[config.mk]
export PLATFORM = sky130hd
export DESIGN_NAME = bcsr_regs
export DESIGN_NICKNAME = d
export VERILOG_FILES = /design/src/design/bcsr_pkg.sv /design/src/design/bcsr_sync2.sv /design/src/design/bcsr_regs.sv
export SDC_FILE = /design/constraint.sdc
export NUM_CORES = 1
export LEC_CHECK = 0
export ABC_AREA = 1
export BUFFER_PORTS_ARGS = -buffer_cell sky130_fd_sc_hd__buf_2
export CAP_MARGIN = 0
export CORE_MARGIN = 8
export CORE_UTILIZATION = 50
export CTS_CLUSTER_DIAMETER = 60
export CTS_CLUSTER_SIZE = 30
export DETAILED_ROUTE_END_ITERATION = 7
export GPL_TIMING_DRIVEN = 0
export PLACE_DENSITY = 0.7
export SKIP_CTS_REPAIR_TIMING = 1
export SLEW_MARGIN = 40
export SYNTH_ARGS = -nofsm -noshare
export SYNTH_HDL_FRONTEND = slang
export SYNTH_SLANG_ARGS = --single-unit
[constraint.sdc]
create_clock -name CLK_IN -period 3.96 [get_ports CLK_IN]
set_input_delay 0.396 -clock CLK_IN [delete_from_list [all_inputs] [get_ports CLK_IN]]
set_output_delay 0.396 -clock CLK_IN [all_outputs]
set_load 0.01 [all_outputs]
[src/design/bcsr_pkg.sv]
package bcsr_pkg;

    // register byte addresses in the upper onboard device region
    localparam logic [31:0] BCSR_ADDR_BOARD_IDENTITY  = 32'hffe0_0010;
    localparam logic [31:0] BCSR_ADDR_COMPAT_LEVEL    = 32'hffe0_0012;
    localparam logic [31:0] BCSR_ADDR_MEM_CONFIG      = 32'hffe0_0014;
    localparam logic [31:0] BCSR_ADDR_FLASH_PAGE      = 32'hffe0_0016;
    localparam logic [31:0] BCSR_ADDR_WDOG_CONTROL    = 32'hffe0_0018;
    localparam logic [31:0] BCSR_ADDR_BOARD_CONTROL   = 32'hffe0_001a;
    localparam logic [31:0] BCSR_ADDR_CAUSE_FLAGS     = 32'hffe0_001c;
    localparam logic [31:0] BCSR_ADDR_LOGIC_REVISION  = 32'hffe0_001e;

    // memory_config_status fields
    localparam int BCSR_MEM_SIZE_LO_POS    = 0;
    localparam int BCSR_ECC_ENABLED_POS    = 4;
    localparam int BCSR_BOOT_JUMPER_POS    = 7;

    // watchdog_control fields
    localparam int BCSR_WDOG_PERIOD_LO_POS = 0;
    localparam int BCSR_WDOG_PERIOD_HI_POS = 1;
    localparam int BCSR_WDOG_RETRIGGER_POS = 4;
    localparam int BCSR_WDOG_CASCADE_POS   = 5;
    localparam int BCSR_WDOG_ROUTE_POS     = 6;
    localparam int BCSR_WDOG_ENABLE_POS    = 7;

    // board_control fields
    localparam int BCSR_GREEN_POS          = 0;
    localparam int BCSR_RED_POS            = 1;
    localparam int BCSR_SOFT_RESET_POS     = 4;
    localparam int BCSR_SERIAL_SEL_POS     = 7;

    // interrupt_cause_flags fields
    localparam int BCSR_WDOG_FLAG_POS      = 0;
    localparam int BCSR_ABORT_FLAG_POS     = 2;

    // identity values: arbitrary neutral codes
    localparam logic [7:0] BCSR_BOARD_CODE_DEF   = 8'h5a;
    localparam logic [7:0] BCSR_COMPAT_LEVEL_DEF = 8'h00;
    localparam logic [7:0] BCSR_REVISION_DEF     = 8'h00;

    // reset values
    localparam logic [3:0] BCSR_FLASH_PAGE_RST = 4'h0;
    localparam logic [7:0] BCSR_RDATA_RST      = 8'h00;

    // watchdog timing: periods are 1..4 units of half a second
    localparam int unsigned BCSR_CLK_HZ        = 40_000_000;
    localparam int unsigned BCSR_WDOG_UNIT_MS  = 500;
    localparam int unsigned BCSR_WDOG_UNIT_CYC = BCSR_CLK_HZ / 1000 * BCSR_WDOG_UNIT_MS;
    localparam int          BCSR_PRESC_W       = 25;
    localparam int          BCSR_UNITS_W       = 3;

    typedef enum logic [2:0] {
        WD_OFF  = 3'b001,
        WD_RUN  = 3'b010,
        WD_CASC = 3'b100
    } bcsr_wd_phase_t;

    typedef struct packed {
        logic [7:0]              rdata;
        logic                    green;
        logic                    red;
        logic                    serial_sel;
        logic [3:0]              flash_page;
        bcsr_wd_phase_t          wd_phase;
        logic                    wd_active;
        logic                    wd_route;
        logic                    wd_cascade;
        logic [1:0]              wd_period;
        logic [BCSR_UNITS_W-1:0] wd_units;
        logic [BCSR_PRESC_W-1:0] wd_presc;
        logic                    ev_wdog;
        logic                    ev_abort;
        logic                    abort_prev;
        logic                    nmi;
        logic                    sys_rst;
    } bcsr_state_t;

    localparam bcsr_state_t BCSR_STATE_RST = '{
        rdata:      BCSR_RDATA_RST,
        flash_page: BCSR_FLASH_PAGE_RST,
        wd_phase:   WD_OFF,
        default:    '0
    };

    typedef struct packed {
        logic [1:0] mem_size;
        logic       ecc_en;
        logic       boot_jumper;
        logic       abort;
    } bcsr_pins_t;

endpackage : bcsr_pkg

[src/design/bcsr_sync2.sv]
`timescale 1ns/100ps
`default_nettype none

module bcsr_sync2 #(
    parameter int W = 1
) (
    input  wire logic         clk_in,
    input  wire logic         nrst_in,
    input  wire logic [W-1:0] d_in,
    output var  logic [W-1:0] q_out
);

    logic [W-1:0] meta_q;

    always_ff @(posedge clk_in or negedge nrst_in) begin
        if (!nrst_in) begin
            meta_q <= '0;
            q_out  <= '0;
        end else begin
            meta_q <= d_in;
            q_out  <= meta_q;
        end
    end

endmodule : bcsr_sync2

`default_nettype wire

[src/design/bcsr_regs.sv]
`timescale 1ns/100ps
`default_nettype none

module bcsr_regs
    import bcsr_pkg::*;
#(
    parameter int unsigned WDOG_UNIT_CYC = BCSR_WDOG_UNIT_CYC
) (
    input  wire logic        CLK_IN,
    input  wire logic        NRST_IN,
    input  wire logic        CS_IN,
    input  wire logic        RD_IN,
    input  wire logic        WR_IN,
    input  wire logic [31:0] ADDR_IN,
    input  wire logic [7:0]  WDATA_IN,
    input  wire logic [1:0]  MEM_SIZE_IN,
    input  wire logic        ECC_EN_IN,
    input  wire logic        BOOT_JUMPER_IN,
    input  wire logic        ABORT_BUTTON_IN,
    output var  logic [7:0]  RDATA_OUT,
    output var  logic [3:0]  FLASH_PAGE_OUT,
    output var  logic        GREEN_LED_OUT,
    output var  logic        RED_LED_OUT,
    output var  logic        WDOG_ACTIVE_OUT,
    output var  logic        SERIAL_LINE_SEL_OUT,
    output var  logic        NMI_OUT,
    output var  logic        SYS_RESET_OUT
);

    bcsr_state_t q;
    bcsr_state_t d;
    bcsr_pins_t  pins_raw;
    bcsr_pins_t  pins;

    logic        rd_en;
    logic        wr_en;
    logic        unit_tick;
    logic        timeout;
    logic        retrig;
    logic [7:0]  rmux;
    logic [7:0]  wdog_rd;
    logic [7:0]  ctrl_rd;
    logic [7:0]  flags_rd;
    logic [7:0]  mem_rd;

    assign pins_raw.mem_size    = MEM_SIZE_IN;
    assign pins_raw.ecc_en      = ECC_EN_IN;
    assign pins_raw.boot_jumper = BOOT_JUMPER_IN;
    assign pins_raw.abort       = ABORT_BUTTON_IN;

    // board pins come from outside the clock domain
    bcsr_sync2 #(
        .W      ($bits(bcsr_pins_t))
    ) u_pin_sync (
        .clk_in (CLK_IN),
        .nrst_in(NRST_IN),
        .d_in   (pins_raw),
        .q_out  (pins)
    );

    // read-back images of the registers
    always_comb begin
        mem_rd                          = 8'h00;
        mem_rd[BCSR_MEM_SIZE_LO_POS+:2] = pins.mem_size;
        mem_rd[BCSR_ECC_ENABLED_POS]    = pins.ecc_en;
        mem_rd[BCSR_BOOT_JUMPER_POS]    = pins.boot_jumper;

        wdog_rd                            = 8'h00;
        wdog_rd[BCSR_WDOG_PERIOD_LO_POS]   = q.wd_period[0];
        wdog_rd[BCSR_WDOG_PERIOD_HI_POS]   = q.wd_period[1];
        wdog_rd[BCSR_WDOG_RETRIGGER_POS]   = 1'b0;
        wdog_rd[BCSR_WDOG_CASCADE_POS]     = q.wd_cascade;
        wdog_rd[BCSR_WDOG_ROUTE_POS]       = q.wd_route;
        wdog_rd[BCSR_WDOG_ENABLE_POS]      = q.wd_active;

        ctrl_rd                       = 8'h00;
        ctrl_rd[BCSR_GREEN_POS]       = q.green;
        ctrl_rd[BCSR_RED_POS]         = q.red;
        ctrl_rd[BCSR_SERIAL_SEL_POS]  = q.serial_sel;

        flags_rd                       = 8'h00;
        flags_rd[BCSR_WDOG_FLAG_POS]   = q.ev_wdog;
        flags_rd[BCSR_ABORT_FLAG_POS]  = q.ev_abort;
    end

    always_comb begin
        unique case (ADDR_IN)
            BCSR_ADDR_BOARD_IDENTITY: rmux = BCSR_BOARD_CODE_DEF;
            BCSR_ADDR_COMPAT_LEVEL:   rmux = BCSR_COMPAT_LEVEL_DEF;
            BCSR_ADDR_MEM_CONFIG:     rmux = mem_rd;
            BCSR_ADDR_FLASH_PAGE:     rmux = {4'h0, q.flash_page};
            BCSR_ADDR_WDOG_CONTROL:   rmux = wdog_rd;
            BCSR_ADDR_BOARD_CONTROL:  rmux = ctrl_rd;
            BCSR_ADDR_CAUSE_FLAGS:    rmux = flags_rd;
            BCSR_ADDR_LOGIC_REVISION: rmux = BCSR_REVISION_DEF;
            default:                  rmux = 8'h00;
        endcase
    end

    // each write strobe carries one byte
    assign rd_en = CS_IN & RD_IN;
    assign wr_en = CS_IN & WR_IN;

    // half-second units from the board clock
    assign unit_tick = (q.wd_presc == BCSR_PRESC_W'(WDOG_UNIT_CYC - 1));
    assign timeout   = (q.wd_phase != WD_OFF) && unit_tick
                       && (q.wd_units == BCSR_UNITS_W'(1));
    assign retrig    = wr_en && (ADDR_IN == BCSR_ADDR_WDOG_CONTROL)
                       && WDATA_IN[BCSR_WDOG_RETRIGGER_POS];

    always_comb begin
        d         = q;
        d.nmi     = 1'b0;
        d.sys_rst = 1'b0;

        if (rd_en) begin
            d.rdata = rmux;
        end

        // watchdog countdown
        if (q.wd_phase != WD_OFF) begin
            if (unit_tick) begin
                d.wd_presc = '0;
                d.wd_units = q.wd_units - BCSR_UNITS_W'(1);
            end else begin
                d.wd_presc = q.wd_presc + BCSR_PRESC_W'(1);
            end
        end

        if (timeout) begin
            d.wd_presc = '0;
            d.wd_units = BCSR_UNITS_W'({1'b0, q.wd_period}) + BCSR_UNITS_W'(1);
            unique case (q.wd_phase)
                WD_RUN: begin
                    if (q.wd_cascade) begin
                        d.nmi      = 1'b1;
                        d.wd_phase = WD_CASC;
                    end else if (q.wd_route) begin
                        d.nmi = 1'b1;
                    end else begin
                        d.sys_rst = 1'b1;
                    end
                end
                WD_CASC: begin
                    d.sys_rst = 1'b1;
                end
                default: begin
                    d.sys_rst = 1'b0;
                end
            endcase
        end

        if (wr_en) begin
            unique case (ADDR_IN)
                BCSR_ADDR_FLASH_PAGE: begin
                    d.flash_page = WDATA_IN[3:0];
                end
                BCSR_ADDR_WDOG_CONTROL: begin
                    if (q.wd_phase == WD_OFF) begin
                        d.wd_period  = WDATA_IN[BCSR_WDOG_PERIOD_HI_POS:BCSR_WDOG_PERIOD_LO_POS];
                        d.wd_route   = WDATA_IN[BCSR_WDOG_ROUTE_POS];
                        d.wd_cascade = WDATA_IN[BCSR_WDOG_CASCADE_POS];
                        if (WDATA_IN[BCSR_WDOG_ENABLE_POS]) begin
                            d.wd_phase  = WD_RUN;
                            d.wd_active = 1'b1;
                            d.wd_presc  = '0;
                            d.wd_units  = BCSR_UNITS_W'({1'b0, WDATA_IN[1:0]})
                                          + BCSR_UNITS_W'(1);
                        end
                    end else if (retrig) begin
                        d.wd_phase = WD_RUN;
                        d.wd_presc = '0;
                        d.wd_units = BCSR_UNITS_W'({1'b0, q.wd_period}) + BCSR_UNITS_W'(1);
                    end
                end
                BCSR_ADDR_BOARD_CONTROL: begin
                    d.green      = WDATA_IN[BCSR_GREEN_POS];
                    d.red        = WDATA_IN[BCSR_RED_POS];
                    d.serial_sel = WDATA_IN[BCSR_SERIAL_SEL_POS];
                    if (WDATA_IN[BCSR_SOFT_RESET_POS]) begin
                        d.sys_rst = 1'b1;
                    end
                end
                BCSR_ADDR_CAUSE_FLAGS: begin
                    if (WDATA_IN[BCSR_WDOG_FLAG_POS]) begin
                        d.ev_wdog = 1'b0;
                    end
                    if (WDATA_IN[BCSR_ABORT_FLAG_POS]) begin
                        d.ev_abort = 1'b0;
                    end
                end
                default: begin
                    d.flash_page = q.flash_page;
                end
            endcase
        end

        // abort press edge raises nmi
        d.abort_prev = pins.abort;
        if (pins.abort && !q.abort_prev) begin
            d.nmi = 1'b1;
        end

        // events set, winning over a clear
        if (timeout) begin
            d.ev_wdog = 1'b1;
        end
        if (pins.abort && !q.abort_prev) begin
            d.ev_abort = 1'b1;
        end
    end

    always_ff @(posedge CLK_IN or negedge NRST_IN) begin
        if (!NRST_IN) begin
            q <= BCSR_STATE_RST;
        end else begin
            q <= d;
        end
    end

    assign RDATA_OUT           = q.rdata;
    assign FLASH_PAGE_OUT      = q.flash_page;
    assign GREEN_LED_OUT       = q.green;
    assign RED_LED_OUT         = q.red;
    assign WDOG_ACTIVE_OUT     = q.wd_active;
    assign SERIAL_LINE_SEL_OUT = q.serial_sel;
    assign NMI_OUT             = q.nmi;
    assign SYS_RESET_OUT       = q.sys_rst;

endmodule : bcsr_regs

`default_nettype wire

==> results of run 1 <==
==> registers in the layout (all words and copies together), names as in the netlist <==
register	count
FLASH_PAGE_OUT	4
GREEN_LED_OUT	1
NMI_OUT	1
RDATA_OUT	8
RED_LED_OUT	1
SERIAL_LINE_SEL_OUT	1
SYS_RESET_OUT	1
WDOG_ACTIVE_OUT	1
flags_rd	2
q	36
u_pin_sync.meta_q	5
u_pin_sync.q_out	5
==> worst max-delay path by stage <==
stage / startpoint / end / slack, ps / cells past startpoint
floorplan: q[5] / q[25] / 2420 / 9
global placement: ADDR_IN[15] / q[25] / 2140 / 10
detailed placement: ADDR_IN[13] / q[24] / 2080 / 10
CTS: q[5] / q[30] / 2160 / 10
global route: q[5] / q[30] / 2010 / 10
finish: q[5] / q[31] / 2170 / 10
==> layer usage <==
layer	vias up	part of all wire, %	global-route usage, %
met5	-	0	0
met4	0	1.1	4.72
met3	10	6.1	5.85
met2	79	49	31.3
met1	1663	44	20.1
li1	1917	-	-
==> cell families (layout without fill, tap and decap cells) <==
| family | count (synthesis) | count (layout) |
|---|---|---|
| simple gates | 336 | 336 |
| buf+inv | 92 | 177 |
| xor+xnor | 10 | 10 |
| fa+ha+maj | 5 | 5 |
| compound gates | 48 | 48 |
| flops | 66 | 66 |
==> metrics by stage <==
stage	power, W	area, µm²	hold slack, ps	util (%)	worst slack, ps
6_report	0.00146	4780	146	61.6	2170
3_5_place_dp	0.000769	4520	330	58.2	2080
3_3_place_gp	0.000764	4500	332	57.9	2140
2_1_floorplan	0.000717	4040	100	-	2420
5_1_grt	0.00152	4780	120	61.6	2010
4_1_cts	0.00148	4770	-50.1	61.4	2160
==> where the power goes <==
part,leakage [nW],switching (W),internal [W]
registers,0.836,0.00000151,0.000680
logic,1.57,0.0000451,0.0000288
clock network,0.124,0.000284,0.000423
==> layout by cell type (no fill, tap or decap), types with 9 or more instances in the layout <==
| master | Yosys | layout |
|---|---|---|
| buf_2 | 3 | 69 |
| nor3_1 | 10 | 10 |
| a21oi_1 | 16 | 16 |
| buf_4 | 12 | 13 |
| nand3_1 | 40 | 40 |
| inv_1 | 72 | 72 |
| xor2_1 | 9 | 9 |
| nand2_1 | 172 | 172 |
| o21ai_0 | 18 | 18 |
| clkbuf_8 | 0 | 9 |
| nor2_1 | 65 | 65 |
| nand4_1 | 9 | 9 |
| dfrtp_1 | 65 | 65 |
==> cell type report <==
class                           count  area [µm²]
Clock buffer                        9         124
Sequential cell                    66        1650
Fill cell                         741        2990
Timing Repair Buffer               69         368
Clock inverter                      7         125
Inverter                           75         283
Tap cell                          102         128
Buffer                             17         120
Multi-Input combinational cell    399        1980
==> results.md, run 1 <==
* Gr usage total at around 18%
* Simple-gate share of the synthesized area at between 30% and 40%
* Worst path slowest cell: dfrtp_1
* Min-delay src: ABORT_BUTTON_IN
* Pre-antenna DRT Iters at 4
* Multiplexer share of the synthesized area at 0%
* Drt first-iter violations at between 150 and 200
* Area delta synth->final at 18.4%
* FF-to-FF End: q[31]
* IO Port Bufs at between 60 and 70
* First-pass GRT wire length at approximately 16000 µm
* Drt drc at 0
* Critical path class: register to register
* Largest family of logic cells by synthesized area: simple AND/OR/NAND/NOR gates
* Ys Warns at 0
* Setup TNS at 0 ps
* Drt total wl at ~9500 µm
* Relative slew margins at 72.9%
* Root Buffer: clkbuf_8
* H-tree depth at 3
* Reg-to-Reg Start: q[5]
* Clock Latency Late Sink at ~350 ps
* Cells after Synth at approximately 560
* Initial antenna violation count at 0
* Max-cap violations at 0
* Maximum clock frequency at 559 MHz
* Share of layout cells above drive strength 1 at a little over a fifth
* Final Cycle Share at 45.2%
* Leak Pwr at between 2 and 3 nW
* Clock transition at path regs at ~80 ps
* Hold Path Class: input port to register
* Finished Layout Cells at roughly 740
* Final hold violations at 0
* Via count of the first global-routing pass at about 3700
* Setup violations, final at 0
* Synth Area in Compound Gates at between 6 and 7%
* Worst Skew at 12.1 ps
* # IOs at between 60 and 70
* Fin. max-slew vios at 0
* DIE WIDTH at 106 µm
* Top FF cell, synth: dfrtp_1
* Area leader, netlist: dfrtp_1
* Routed via count at around 3700
* # clock sinks at 66
* Clock buffer depth at 2
* Fraction of synthesized cell area taken by the top area cell type at 40.3%
* Inserted Diodes at 0
* Delay-heaviest family, CP: simple AND/OR/NAND/NOR gates
* Core area at 0.00777 mm²
* WP buf/inv at 2
* Reg2Reg Depth at 10
* CTS buffer count at 9
* Row count at 32
* Pwr dens at between 300 and 400 mW/mm²
* CP peak stage delay at approximately 440 ps
* Post-Synth Adder-Cell Area at approximately 1.5%
* Most instantiated library cell after synthesis: nand2_1
* Share of the yosys chip area belonging to registers at between 40% and 50%
* Syn_nets at slightly above 600
* Area contributors post-synth: dfrtp_1 40%, nand2_1 16%, inv_1 6.7%
* GRT overflow at 0
* Crit-path cells: ha_1, inv_1, nor2_4, nand3_2, nor2_4, nand3_2, nand2_1, inv_1, nand2_1, nand3_1
* Layout Nets at 692
* Post-Syn Area at 0.00404 mm²
* Asr flop ratio synth at 100%
* Average cell area after synthesis at just over 7 µm²
* Endpoint class of the critical path: register
* Dpl cells at around 730
* RSZ-0062 raised after global routing: no
* Period minus WS final at approximately 1800 ps
* Post-synthesis xor/xnor area fraction at 2.17%
* Post-synth EDFFs at 0
* Status: finished clean
* CTS tree: yes
* Yosys reg bits at 66
* Die area at approximately 0.011 mm²
* Peak VDD IR at 0.210 mV
* Hold depth at 1
* Worst-Margin Slew at approximately 400 ps
* GP Congestion at between 0.8 and 0.9
* Final ANT Viol Nets at 0
* Crit path DAT at roughly 2000 ps
* Initial core utilization at 52.0%
* Hold Path End: u_pin_sync.meta_q[0]
* DP HPWL at about 7600 µm
* Post-DR wirelength/cell at around 13 µm
* Crit Path Max Fanout at 5
* Post-synth cell types at 40
* DR vias/cell at a little under 5
* Commonest cells in the netlist: 172 x nand2_1, 72 x inv_1, 65 x dfrtp_1, 65 x nor2_1, 40 x nand3_1
* Flop2flop setup slack at about 2200 ps
* Die H at around 110 µm
* Largest net degree at the start of global routing at 42
* Critical Path RT at between 4000 and 5000 ps
* CP startpoint kind: register
Power figures use the tool's default switching activity.
==> inputs of run 2 (changes only) <==
- ABC_AREA: 1 -> 0
- PLACE_DENSITY: 0.7 -> 0.72
- clock period: 3.96 -> 1.9 ns (I/O delays scaled with it)
==> run 2 against run 1 <==
Routed wire length decreased by 12%. Register-to-register slack got worse by 2100 ps. Critical path depth decreased by 5. Global-route usage decreased by 0.37 points. Area after synthesis decreased by 16%. Power increased by 100%. Clock skew decreased by 2.4 ps. Core utilization increased by 3.3 points. Clock power increased by 94%. Design area decreased by 9.4%.
==> results.md, run 2 <==
* Status: finished clean
* Top FF cell, synth: dfrtp_1
* Largest Register: q
* Post-DR wirelength/cell at 16.3 µm (+27%)
* Share of the yosys chip area belonging to registers at 48.6% (+7.7 points)
* Fin area at 0.00433 mm² (-9.4%)
* Critical path class: register to register
* Worst Skew at 9.69 ps (-2.45 ps)
* Ys Warns at 0 (unchanged)
* Root Buffer: clkbuf_8
* Commonest non-fill, non-tap cell in the layout: buf_2
* Pwr dens at 681 mW/mm² (+120%)
* Row count at 30 (-6.3%)
* GRT overflow at 0 (unchanged)
* Hold Path End: FLASH_PAGE_OUT[3]
* First-pass GRT wire length at 13700 µm (-16%)
* Die H at 98.5 µm (-7.0%)
* Crit path DAT at 2090 ps (+80 ps)
* Max FFs per register at 36 (unchanged)
* Drt first-iter violations at 175 (-6.9%)
* Area delta synth->final at 27.4%
* Post-Syn Area at 0.00340 mm² (-16%)
* Min-delay src: WDATA_IN[3]
* Cells after Synth at 341 (-39%)
* Most instantiated library cell after synthesis: dfrtp_1
* Yosys reg bits at 66 (unchanged)
* Period minus WS final at 1860 ps (+67.6 ps)
* Final ANT Viol Nets at 0 (unchanged)
* Area leader, netlist: dfrtp_1
* Relative slew margins at 67.4% (-5.6 points)
* Maximum clock frequency at 539 MHz (-3.6%)
* Fraction of synthesized cell area taken by the top area cell type at 47.8% (+7.5 points)
* # IOs at 68 (unchanged)
* Initial antenna violation count at 0 (unchanged)
* CTS buffer count at 9 (unchanged)
* Hold Path Class: input port to register
* Via count of the first global-routing pass at 2871 (-22%)
* Clock transition at path regs at 80 ps (about the same)
* DR vias/cell at 5.53 (+12%)
* Pre-antenna DRT Iters at 4 (unchanged)
* Dpl cells at 487 (-33%)
* Syn_nets at 396 (-35%)
* Finished Layout Cells at 516 (-31%)
* IO Port Bufs at 65 (-3.0%)
* H-tree depth at 3 (unchanged)
* Average cell area after synthesis at 9.97 µm² (+38%)
* Worst-Margin Slew at 490 ps (+85.5 ps)
* Largest net degree at the start of global routing at 35 (-17%)
* Drt drc at 0 (unchanged)
* DP HPWL at 5990 µm (-21%)
* CP startpoint kind: register
* Fin. max-slew vios at 0 (unchanged)
* Flop2flop setup slack at 40 ps (-2130 ps)
* # clock sinks at 66 (unchanged)
* Drt total wl at 8400 µm (-12%)
* Hold depth at 2 (+1)
* Reg-to-Reg Start: q[38]
* GP Congestion at 0.847 (-1.6%)
* Post-synth EDFFs at 0 (unchanged)
* Endpoint class of the critical path: register
* Layout Nets at 486 (-30%)
* DIE WIDTH at 98.5 µm (-7.0%)
* Gr usage total at 17.4% (-0.37 points)
* Post-synth cell types at 46 (+15%)
* Crit Path Max Fanout at 9 (+4)
* Core area at 0.00668 mm² (-14%)
* Routed via count at 2856 (-22%)
* CTS tree: yes
* Commonest cells in the netlist: 65 x dfrtp_1, 38 x nor2_1, 29 x nand2_1, 18 x xnor2_1, 17 x nand3_1
* Die area at 0.00970 mm² (-13%)
* Post-route worst setup slack at 43.8 ps (-2130 ps)
* Max-cap violations at 0 (unchanged)
* Peak VDD IR at 0.378 mV (+80%)
* Commonest non-fill, non-tap cells in the layout: 67 x buf_2, 64 x dfrtp_1, 38 x nor2_1
* Final hold violations at 0 (unchanged)
* Critical Path RT at 2130 ps (-2050 ps)
* Inserted Diodes at 0 (unchanged)
* Setup violations, final at 0 (unchanged)
* Asr flop ratio synth at 100% (unchanged)
* Total Power at 0.00295 W (+100%)
* RSZ-0062 raised after global routing: yes
* Pre-CTS WS at -386 ps (-2460 ps)
* Leak Pwr at 2.01 nW (-21%)
* Clock buffer depth at 2 (unchanged)
* Area after DPL at 0.00385 mm² (-15%)
* Reg2Reg Depth at 5 (-5)
* Clock Latency Late Sink at 340 ps (about the same)
* Share of layout cells above drive strength 1 at 33.7% (+12 points)
* Final Cycle Share at 97.7% (+53 points)
* Area contributors post-synth: dfrtp_1 48%, xnor2_1 4.6%, nor2_1 4.2%
* Initial core utilization at 50.9% (-1.1 points)
* Post-Route Utilization at 64.8% (+3.3 points)
* FF-to-FF End: q[9]
## run 2: cell types whose count changed after synthesis, moves of 8 or more
| cell | before | now |
|---|---|---|
| a21oi_1 | 16 | 8 |
| inv_1 | 72 | 10 |
| mux2_2 | 0 | 11 |
| nand2_1 | 172 | 29 |
| nand3_1 | 40 | 17 |
| nor2_1 | 65 | 38 |
| nor4_1 | 0 | 12 |
| xnor2_1 | 1 | 18 |
## run 2: through the flow
step / TNS, ps / hold WS [ps]
final: 0 / 82.8
after global routing: -175 / 61.9
after detailed placement: -11100 / 162
after floorplan: 0 / -106
after global placement: -9850 / 298
after CTS: -7110 / -212
## run 2: area by class of cell
cell class	instances	area, µm²
fillers	520	2350
multi-input cells	240	1680
flip-flops and latches	66	1650
repair buffers	81	473
plain buffers	22	149
clock buffers	10	138
well taps	80	100
clock inverters	6	95.1
inverters	11	41.3
## run 2: worst max-delay path by stage
stage / startpoint / end / slack (ps) / depth (start not counted)
detailed placement: ADDR_IN[19] / q[28] / -390 / 7
global route: q[17] / q[39] / -40 / 5
floorplan: ADDR_IN[19] / GREEN_LED_OUT / 0.06 / 6
finish: q[38] / q[9] / 40 / 5
global placement: ADDR_IN[19] / q[28] / -350 / 7
CTS: q[19] / q[39] / -340 / 5
## run 2: where the power goes
group	internal (W)	total, W	switching (W)
registers	0.00142	0.00142	0.00000406
clock network	0.000791	0.00137	0.000581
logic	0.0000665	0.000158	0.0000916
## run 2: cell families (layout without fill, tap and decap cells)
logic type | Yosys count | count (layout) | synth area share (%)
adders and majority gates | 5 | 5 | 1.84
and+or+nand+nor | 150 | 150 | 24.4
buffers and inverters | 35 | 130 | 5.33
xor gates and xnor gates | 24 | 24 | 6.18
DFF | 66 | 66 | 48.6
AOI/OAI and AO/OA | 46 | 46 | 8.87
muxes | 15 | 15 | 4.82
## run 2: worst max-delay path, stage by stage (launching register included)
cell	delay, ps
dfstp_2	550
or3b_4	450
mux2i_2	210
o21ai_4	260
buf_2	210
nor2_1	60
## run 2: metal layers
| layer | vias to the layer above | GRT usage [%] | routed length, µm |
|---|---|---|---|
| met5 | - | 0 | 0 |
| li1 | 1392 | - | - |
| met1 | 1352 | 22.1 | 3690 |
| met2 | 100 | 26.9 | 3890 |
| met3 | 12 | 5.07 | 665 |
| met4 | 0 | 7.79 | 157 |
